`src/include/column_dac_cfg.svh`:
```
`ifndef COLUMN_DAC_CFG_SVH
`define COLUMN_DAC_CFG_SVH
// Behaviour
// Transfer starts six-cycle load of twelve latches
// Two words per clock period, both edges
// Transfer copies loaded words to outputs
// Transfer also starts a new loading sequence
// Direction low ascends 0-11, high descends
// Polarity captured on edge after transfer
// Captured polarity reaches outputs next transfer
// Code 0 full swing, 1023 none
// Pin select, switch low: outputs grounded
// Pin select, switch high: outputs normal
// Serial select: switch pin ignored
// Thermal guard enable high enables protection
// Twelve-bit word: mode, load, unused, code
// Bit 11 selects grounded mode at completion
// Bit 10 high loads auxiliary DAC code
// Frame enable falling starts word, no change
// Pin select: bit 11 ignored, bit 10 kept
// Auxiliary level follows received 8-bit code
// Transfer start sampled on rising edges only
// Frame enable rising edge applies the word
// Twelve bits shifted MSB first while framed
// Separate input and output latch ranks

`define CHANNELS 12
`define WORD_W 10
`define CHAN_IDX_W 4
`define CHAN_LAST 4'hb
`define CODE_MAX 10'h3ff
`define PAIRS_LAST 3'h5
`define PAIR_CNT_W 3
`define SER_BITS 4'hc
`define SER_CNT_W 4
`define SER_W 12
`define SER_MODE_BIT 11
`define SER_LOAD_BIT 10
`define AUX_W 8
`define AUX_RESET 8'h00
`define FIFO_DEPTH 32
`endif

```
`src/include/column_dac_pkg.sv`:
```
`include "column_dac_cfg.svh"
package column_dac_pkg;
    typedef logic [`WORD_W-1:0] word_t;
    typedef logic [`CHANNELS-1:0][`WORD_W-1:0] chan_rank_t;

    typedef struct packed {
        word_t rise;
        word_t fall;
    } pixel_pair_t;

    typedef enum logic [1:0] {
        LOAD_IDLE = 2'b00,
        LOAD_RUN = 2'b01,
        LOAD_DONE = 2'b10
    } load_state_t;

    typedef struct packed {
        load_state_t load_st;
        logic [`PAIR_CNT_W-1:0] pair_cnt;
        logic dir;
        logic xfr_seen;
        chan_rank_t in_rank;
        chan_rank_t out_rank;
        chan_rank_t swing;
        logic pol_pending;
        logic pol_out;
        logic scl_prev;
        logic sen_prev;
        logic [`SER_W-1:0] shift;
        logic [`SER_CNT_W-1:0] bit_cnt;
        logic ser_ground;
        logic [`AUX_W-1:0] aux_code;
        logic aux_loaded;
        logic grounded;
        logic thermal;
        logic busy;
        logic word_error;
    } ctrl_state_t;
endpackage

```
`src/pixel_fifo.sv`:
```
module pixel_fifo #(
    parameter int WIDTH = 20,
    parameter int DEPTH = 32
) (
    input wire logic clk,
    input wire logic reset,
    input wire logic in_valid,
    input wire logic [WIDTH-1:0] in_data,
    output logic in_ready,
    output logic out_valid,
    output logic [WIDTH-1:0] out_data,
    input wire logic out_ready
);
    localparam int AW = $clog2(DEPTH);

    typedef struct packed {
        logic [DEPTH-1:0][WIDTH-1:0] mem;
        logic [AW-1:0] wp;
        logic [AW-1:0] rp;
        logic [AW:0] cnt;
        logic not_full;
    } fifo_state_t;

    fifo_state_t s_reg;
    fifo_state_t s_next;
    logic push;
    logic pop;

    assign in_ready = s_reg.not_full;
    assign out_valid = (s_reg.cnt != '0);
    assign out_data = s_reg.mem[s_reg.rp];
    assign push = in_valid && s_reg.not_full;
    assign pop = out_valid && out_ready;

    always_comb begin
        s_next = s_reg;
        if (push) begin
            s_next.mem[s_reg.wp] = in_data;
            s_next.wp = (s_reg.wp == AW'(DEPTH - 1)) ? '0 : s_reg.wp + 1'b1;
        end
        if (pop) begin
            s_next.rp = (s_reg.rp == AW'(DEPTH - 1)) ? '0 : s_reg.rp + 1'b1;
        end
        if (push && !pop) begin
            s_next.cnt = s_reg.cnt + 1'b1;
        end else if (pop && !push) begin
            s_next.cnt = s_reg.cnt - 1'b1;
        end
        s_next.not_full = (s_next.cnt != (AW+1)'(DEPTH));
    end

    always_ff @(posedge clk or posedge reset) begin
        if (reset) begin
            s_reg <= '{mem: '0, wp: '0, rp: '0, cnt: '0, not_full: 1'b1};
        end else begin
            s_reg <= s_next;
        end
    end
endmodule

```
`src/column_dac_ctrl.sv`:
```
`include "column_dac_cfg.svh"
module column_dac_ctrl #(
    parameter int FIFO_DEPTH = `FIFO_DEPTH
) (
    input wire logic CLK,
    input wire logic RESET,
    input wire logic PIXEL_VALID,
    input column_dac_pkg::pixel_pair_t PIXEL_PAIR,
    output logic PIXEL_READY,
    input wire logic TRANSFER_START,
    input wire logic LOAD_DIRECTION,
    input wire logic POLARITY_INVERT,
    input wire logic MODE_SOURCE_SELECT,
    input wire logic OUTPUT_GROUND_SWITCH,
    input wire logic THERMAL_GUARD_ENABLE,
    input wire logic SERIAL_SHIFT_CLOCK,
    input wire logic SERIAL_FRAME_ENABLE,
    input wire logic SERIAL_DATA_IN,
    output column_dac_pkg::chan_rank_t COLUMN_CODE,
    output column_dac_pkg::chan_rank_t COLUMN_SWING,
    output logic COLUMN_POLARITY,
    output logic OUTPUT_GROUNDED,
    output logic [`AUX_W-1:0] AUX_DAC_CODE,
    output logic AUX_DAC_LOADED,
    output logic THERMAL_GUARD_ON,
    output logic LOAD_BUSY,
    output logic SERIAL_WORD_ERROR
);
    localparam int PAIR_W = 2 * `WORD_W;

    column_dac_pkg::ctrl_state_t s_reg;
    column_dac_pkg::ctrl_state_t s_next;

    logic fifo_out_valid;
    logic fifo_out_ready;
    logic [PAIR_W-1:0] fifo_out_data;
    column_dac_pkg::pixel_pair_t pair_in;
    logic fifo_ready;

    // Channel number for one word of a pair
    function automatic logic [`CHAN_IDX_W-1:0] chan_index(
        input logic dir,
        input logic [`PAIR_CNT_W-1:0] pair,
        input logic odd
    );
        logic [`CHAN_IDX_W-1:0] base;
        base = {pair, odd};
        chan_index = dir ? (`CHAN_LAST - base) : base;
    endfunction

    // Input stream buffer between source and latch loader
    pixel_fifo #(
        .WIDTH(PAIR_W),
        .DEPTH(FIFO_DEPTH)
    ) u_fifo (
        .clk(CLK),
        .reset(RESET),
        .in_valid(PIXEL_VALID),
        .in_data(PIXEL_PAIR),
        .in_ready(fifo_ready),
        .out_valid(fifo_out_valid),
        .out_data(fifo_out_data),
        .out_ready(fifo_out_ready)
    );

    assign pair_in = column_dac_pkg::pixel_pair_t'(fifo_out_data);

    // Pops only while a sequence runs and no transfer is due
    assign fifo_out_ready = (s_reg.load_st == column_dac_pkg::LOAD_RUN)
                            && !s_reg.xfr_seen;

    always_comb begin
        logic scl_rise;
        logic sen_rise;
        logic sen_fall;
        logic pop;
        logic [`CHAN_IDX_W-1:0] ch_a;
        logic [`CHAN_IDX_W-1:0] ch_b;
        scl_rise = 1'b0;
        sen_rise = 1'b0;
        sen_fall = 1'b0;
        pop = 1'b0;
        ch_a = '0;
        ch_b = '0;
        s_next = s_reg;

        // Transfer start is looked at on each rising edge only
        s_next.xfr_seen = TRANSFER_START;

        // Loading sequence
        pop = fifo_out_valid && fifo_out_ready;
        if (s_reg.xfr_seen) begin
            s_next.out_rank = s_reg.in_rank;
            for (int i = 0; i < `CHANNELS; i++) begin
                s_next.swing[i] = `CODE_MAX - s_reg.in_rank[i];
            end
            s_next.pol_out = s_reg.pol_pending;
            s_next.pol_pending = POLARITY_INVERT;
            s_next.dir = LOAD_DIRECTION;
            s_next.pair_cnt = '0;
            s_next.load_st = column_dac_pkg::LOAD_RUN;
        end else begin
            case (s_reg.load_st)
                column_dac_pkg::LOAD_IDLE: begin
                    s_next.load_st = column_dac_pkg::LOAD_IDLE;
                end
                column_dac_pkg::LOAD_RUN: begin
                    if (pop) begin
                        ch_a = chan_index(s_reg.dir, s_reg.pair_cnt, 1'b0);
                        ch_b = chan_index(s_reg.dir, s_reg.pair_cnt, 1'b1);
                        s_next.in_rank[ch_a] = pair_in.rise;
                        s_next.in_rank[ch_b] = pair_in.fall;
                        if (s_reg.pair_cnt == `PAIRS_LAST) begin
                            s_next.load_st = column_dac_pkg::LOAD_DONE;
                        end else begin
                            s_next.pair_cnt = s_reg.pair_cnt + 1'b1;
                        end
                    end
                end
                column_dac_pkg::LOAD_DONE: begin
                    s_next.load_st = column_dac_pkg::LOAD_DONE;
                end
                default: begin
                    s_next.load_st = column_dac_pkg::LOAD_IDLE;
                end
            endcase
        end
        s_next.busy = (s_next.load_st == column_dac_pkg::LOAD_RUN);

        // Serial port, sampled in the clock domain
        s_next.scl_prev = SERIAL_SHIFT_CLOCK;
        s_next.sen_prev = SERIAL_FRAME_ENABLE;
        scl_rise = SERIAL_SHIFT_CLOCK && !s_reg.scl_prev;
        sen_rise = SERIAL_FRAME_ENABLE && !s_reg.sen_prev;
        sen_fall = !SERIAL_FRAME_ENABLE && s_reg.sen_prev;
        s_next.word_error = 1'b0;
        s_next.aux_loaded = 1'b0;

        if (sen_fall) begin
            s_next.bit_cnt = '0;
        end else if (!SERIAL_FRAME_ENABLE && scl_rise) begin
            if (s_reg.bit_cnt != `SER_BITS) begin
                s_next.shift = {s_reg.shift[`SER_W-2:0], SERIAL_DATA_IN};
                s_next.bit_cnt = s_reg.bit_cnt + 1'b1;
            end else begin
                s_next.word_error = 1'b1;
            end
        end

        if (sen_rise) begin
            if (s_reg.bit_cnt == `SER_BITS) begin
                if (MODE_SOURCE_SELECT) begin
                    s_next.ser_ground = s_reg.shift[`SER_MODE_BIT];
                end
                if (s_reg.shift[`SER_LOAD_BIT]) begin
                    s_next.aux_code = s_reg.shift[`AUX_W-1:0];
                    s_next.aux_loaded = 1'b1;
                end
            end else begin
                s_next.word_error = 1'b1;
            end
        end

        // Output mode source
        if (MODE_SOURCE_SELECT) begin
            s_next.grounded = s_next.ser_ground;
        end else begin
            s_next.grounded = !OUTPUT_GROUND_SWITCH;
        end

        s_next.thermal = THERMAL_GUARD_ENABLE;
    end

    always_ff @(posedge CLK or posedge RESET) begin
        if (RESET) begin
            s_reg <= '{
                load_st: column_dac_pkg::LOAD_IDLE,
                pair_cnt: '0,
                dir: 1'b0,
                xfr_seen: 1'b0,
                in_rank: '0,
                out_rank: '0,
                swing: {`CHANNELS{`CODE_MAX}},
                pol_pending: 1'b0,
                pol_out: 1'b0,
                scl_prev: 1'b0,
                sen_prev: 1'b1,
                shift: '0,
                bit_cnt: '0,
                ser_ground: 1'b0,
                aux_code: `AUX_RESET,
                aux_loaded: 1'b0,
                grounded: 1'b0,
                thermal: 1'b0,
                busy: 1'b0,
                word_error: 1'b0
            };
        end else begin
            s_reg <= s_next;
        end
    end

    assign PIXEL_READY = fifo_ready;
    assign COLUMN_CODE = s_reg.out_rank;
    assign COLUMN_SWING = s_reg.swing;
    assign COLUMN_POLARITY = s_reg.pol_out;
    assign OUTPUT_GROUNDED = s_reg.grounded;
    assign AUX_DAC_CODE = s_reg.aux_code;
    assign AUX_DAC_LOADED = s_reg.aux_loaded;
    assign THERMAL_GUARD_ON = s_reg.thermal;
    assign LOAD_BUSY = s_reg.busy;
    assign SERIAL_WORD_ERROR = s_reg.word_error;
endmodule

```
`config.mk`:
```
export PLATFORM = sky130hd
export DESIGN_NAME = column_dac_ctrl
export DESIGN_NICKNAME = d
export VERILOG_FILES = /design/src/include/column_dac_pkg.sv /design/src/pixel_fifo.sv /design/src/column_dac_ctrl.sv
export VERILOG_INCLUDE_DIRS = /design/src /design/src/include
export SDC_FILE = /design/constraint.sdc
export NUM_CORES = 2
export LEC_CHECK = 0
export ABC_AREA = 1
export BUFFER_PORTS_ARGS = -buffer_cell sky130_fd_sc_hd__buf_2
export CAP_MARGIN = 20
export CELL_PAD_IN_SITES_DETAIL_PLACEMENT = 0
export CELL_PAD_IN_SITES_GLOBAL_PLACEMENT = 2
export CORE_UTILIZATION = 40
export DETAILED_ROUTE_END_ITERATION = 8
export PLACE_DENSITY_LB_ADDON = 0.1
export SLEW_MARGIN = 0
export SYNTH_ARGS = -nofsm -noshare
export SYNTH_HDL_FRONTEND = slang
export SYNTH_SLANG_ARGS = --single-unit
export TNS_END_PERCENT = 50
```
`constraint.sdc`:
```
create_clock -name CLK -period 64.6 [get_ports CLK]
set_input_delay 6.46 -clock CLK [delete_from_list [all_inputs] [get_ports CLK]]
set_output_delay 6.46 -clock CLK [all_outputs]
set_load 0.02 [all_outputs]
```
==> out/results.tsv <==
stage	metric	value	unit
status	outcome	finished clean	
global_routing	first-pass GRT wire length	226000	um
critical_path	delay-heaviest family, CP	buffers and inverters	
logic_synthesis	syn_nets	5962	
critical_path	worst reg2reg setup slack	59.54	ns
global_routing	Congestion Overflow GR	0	
logic_synthesis	largest cells by area after synthesis	dfrtp_1 (48%), nand2_1 (20%), dfstp_2 (6.6%)	
timing	Tmin final	10.12	ns
critical_path	reg2reg end	s_reg[345]	
die	die width	350	um
critical_path	crit path kind	input port to async pin	
cells_and_area	# fillers	12325	
cts	clock sinks	1058	
pwr	pwr/cell area	51.0	nW/um^2
cts	CTS H-tree depth	3	
critical_path	Worst setup endpoint	s_reg[394]	
critical_path	WP buf/inv	6	
cts	root buf cell	clkbuf_16	
global_routing	Top Usage Layer GRT	met2	
critical_path	CP peak stage delay	0.84	ns
critical_path	Reg2Reg Depth	14	
logic_synthesis	area leader, netlist	dfrtp_1	
timing	RSZ-0062 raised after global routing	false	
critical_path	Crit path depth	6	
cells_and_area	max reg flops	656	
die	I/O pin total	287	
timing	relative slew slack	0.181	
critical_path	crit path from	RESET	
critical_path	Worst EP arrival	10.74	ns
placed_design	pre-CTS setup slack	53.65	ns
timing	Pins Over Slew Limit	0	
cells_and_area	ANT cells	0	
global_routing	met3 usage	0.0306	
die	Cell Rows	127	
global_routing	largest net degree at the start of global routing	175	
die	Initial Util	0.404	
global_routing	initial antenna violation count	2	
logic_synthesis	register area share after synthesis	0.548	
timing	Final TNS setup	0	ns
cts	maximum root-to-sink buffer count	3	
route	wire per inst	19.7	um
placed_design	I/O Buffers	286	
critical_path	Crit Path Max Fanout	141	
critical_path	CP max stage cell	buf_4	
cts	TritonCTS Buffers	118	
cts	Clk Latency, worst-skew pair	0.71	ns
critical_path	Required @ worst endpoint	65.21	ns
cells_and_area	synth-to-layout area growth	9.05	%
timing	Final Hold Viols	0	
critical_path	Worst setup SP type	input port	
route	final WL	147000	um
timing	Worst Slack Setup Final	54.48	ns
global_routing	M2 GR Usage	0.393	
job	Max Cap Viol	0	
route	Final ANT Viol Nets	0	
critical_path	crit-path most repeated cell	buf_4	
global_routing	GRT Overall Usage	0.240	
logic_synthesis	synth warn	0	
cts	Reg clk slew, reported paths	0.06	ns
timing	final worst path period share	0.157	
route	Iter 0 DRT Violations	2904	
placed_design	GP Congestion	0.750	
hold_path	HP Class	register to register	
critical_path	CP Capture Type	async pin	
timing	Setup-failing EPs final	0	
timing	actual slew at the worst max-slew pin	1.23	ns
cells_and_area	share of cells above drive strength 1	0.122	
cts	Post-CTS Setup Bufs	0	
pwr	Leak Pwr	26.3	nW
logic_synthesis	Synth Register Bits	1058	
route	Via density	5.00	
die	chip height	350	um
timing	Max Fclk	98.8	MHz
timing	worst clock skew	0.0265	ns
route	first drt pass iteration count	5	
logic_synthesis	Post-Synthesis Cell Area	48600	um^2
die	Die Area	123000	um^2
critical_path	worst reg2reg path startpoint	u_fifo.s_reg[9]	
cts	hold_buf cts	0	
route	DRC Markers	0	
logic_synthesis	post-synth cell types	34	
pwr	worst-case vdd ir drop	34.0	uV
logic_synthesis	Syn Area/Cell	8.21	um^2
critical_path	worst path cell trace	buf_2 > inv_8 > buf_4 > buf_12 > buf_4 > buf_4	
global_routing	vias in the first global route	35680	
cts	post-CTS sizing	0	
cells_and_area	nets	5789	
logic_synthesis	Synth top area share	0.482	
route	DR vias	37255	
cts	CTS tree	yes	
placed_design	Detailed Place HPWL	85300	um
global_routing	met1 Resource Use GR	0.342	
logic_synthesis	Syn Inst Count	5913	
die	core area	120000	um^2
[cells in the final DEF, fill, tap and decap left out, drive strengths merged, types with 3 or more instances in the layout]
| master | count |
|---|---|
| a21oi | 194 |
| buf | 389 |
| bufinv | 5 |
| clkbuf | 194 |
| clkinv | 20 |
| clkinvlp | 5 |
| dfrtp | 936 |
| dfstp | 122 |
| ha | 17 |
| inv | 90 |
| mux2 | 3 |
| nand2 | 2575 |
| nand3 | 382 |
| nand3b | 20 |
| nor2 | 150 |
| nor3 | 6 |
| o21a | 120 |
| o21ai | 595 |
| xor2 | 8 |
[report_power, final]
part	switching (mW)	leakage [nW]	internal, mW
clock	0.278	1.90	0.398
combinational	0.698	10.7	0.271
sequential	0.142	13.7	0.916
[kinds of logic (layout without fill, tap and decap cells)]
| kind of cell | Yosys count | after routing | share of synthesized area |
|---|---|---|---|
| AND/OR/NAND/NOR | 3139 | 3139 | 0.255 |
| flip-flops | 1058 | 1058 | 0.548 |
| AO/OA/AOI/OAI | 914 | 914 | 0.101 |
| buffers and inverters | 774 | 703 | 0.0900 |
| adder cells (fa/ha/maj) | 17 | 17 | 0.00438 |
| XOR/XNOR | 8 | 8 | 0.00144 |
| multiplexers | 3 | 3 | 0.000695 |
[tightest hold or removal path, stage by stage, from the launching register on]
cell and delay (ns):
dfrtp_1 0.34, nand2_1 0.05, nand2_1 0.04
[synthesized netlist by cell type, drive strengths merged]
cell type and number:
nand2 2575, dfrtp 936, o21ai 595, buf 426, nand3 382, clkbuf 256, a21oi 194, nor2 150
dfstp 122, o21a 120, inv 91, nand3b 20, ha 17, xor2 8, nor3 6, mux2 3
nand4 2, nor3b 2, nor4 2, o31ai 2, a22oi 1, a31oi 1, clkinv 1, o22ai 1
[cell type report]
class                           instances  area (um^2)  area share
Clock inverter                         28          297     0.00560
Timing Repair Buffer                  389         2450      0.0463
Inverter                               92          370     0.00699
Multi-Input combinational cell       4081        17600       0.332
Sequential cell                      1058        26600       0.503
Tap cell                             1612         2020      0.0381
Clock buffer                          194         3600      0.0680
[metrics by stage]
step                total power [mW]  hold WS (ns)  instance area, um^2   util  instances
floorplan                       1.77         0.443                48600      -       5913
global placement                2.03         0.448                48800  0.406       7221
detailed placement              2.04         0.453                48900  0.407       7226
CTS                             2.73         0.468                52800  0.440       7448
global route                    2.89         0.484                53000  0.441       7454
finish                          2.70         0.463                53000  0.441       7454
[worst min path at each step]
stage	slack (ns)	depth (start not counted)	start	end
after detailed placement	0.45	2	COLUMN_CODE[1]	COLUMN_CODE[1]
after CTS	0.47	2	COLUMN_CODE[46]	COLUMN_CODE[46]
after global routing	0.48	2	COLUMN_CODE[71]	COLUMN_CODE[71]
final	0.46	2	COLUMN_CODE[46]	COLUMN_CODE[46]
after global placement	0.45	2	COLUMN_CODE[46]	COLUMN_CODE[46]
after floorplan	0.44	2	COLUMN_CODE[0]	COLUMN_CODE[0]
[per-layer routing]
metal	vias to the layer above	wire [um]
li1	18221	-
met5	-	0
met3	165	5860
met4	0	2370
met2	694	68800
met1	18175	70000
No activity file was read; power rests on OpenSTA's default activity.
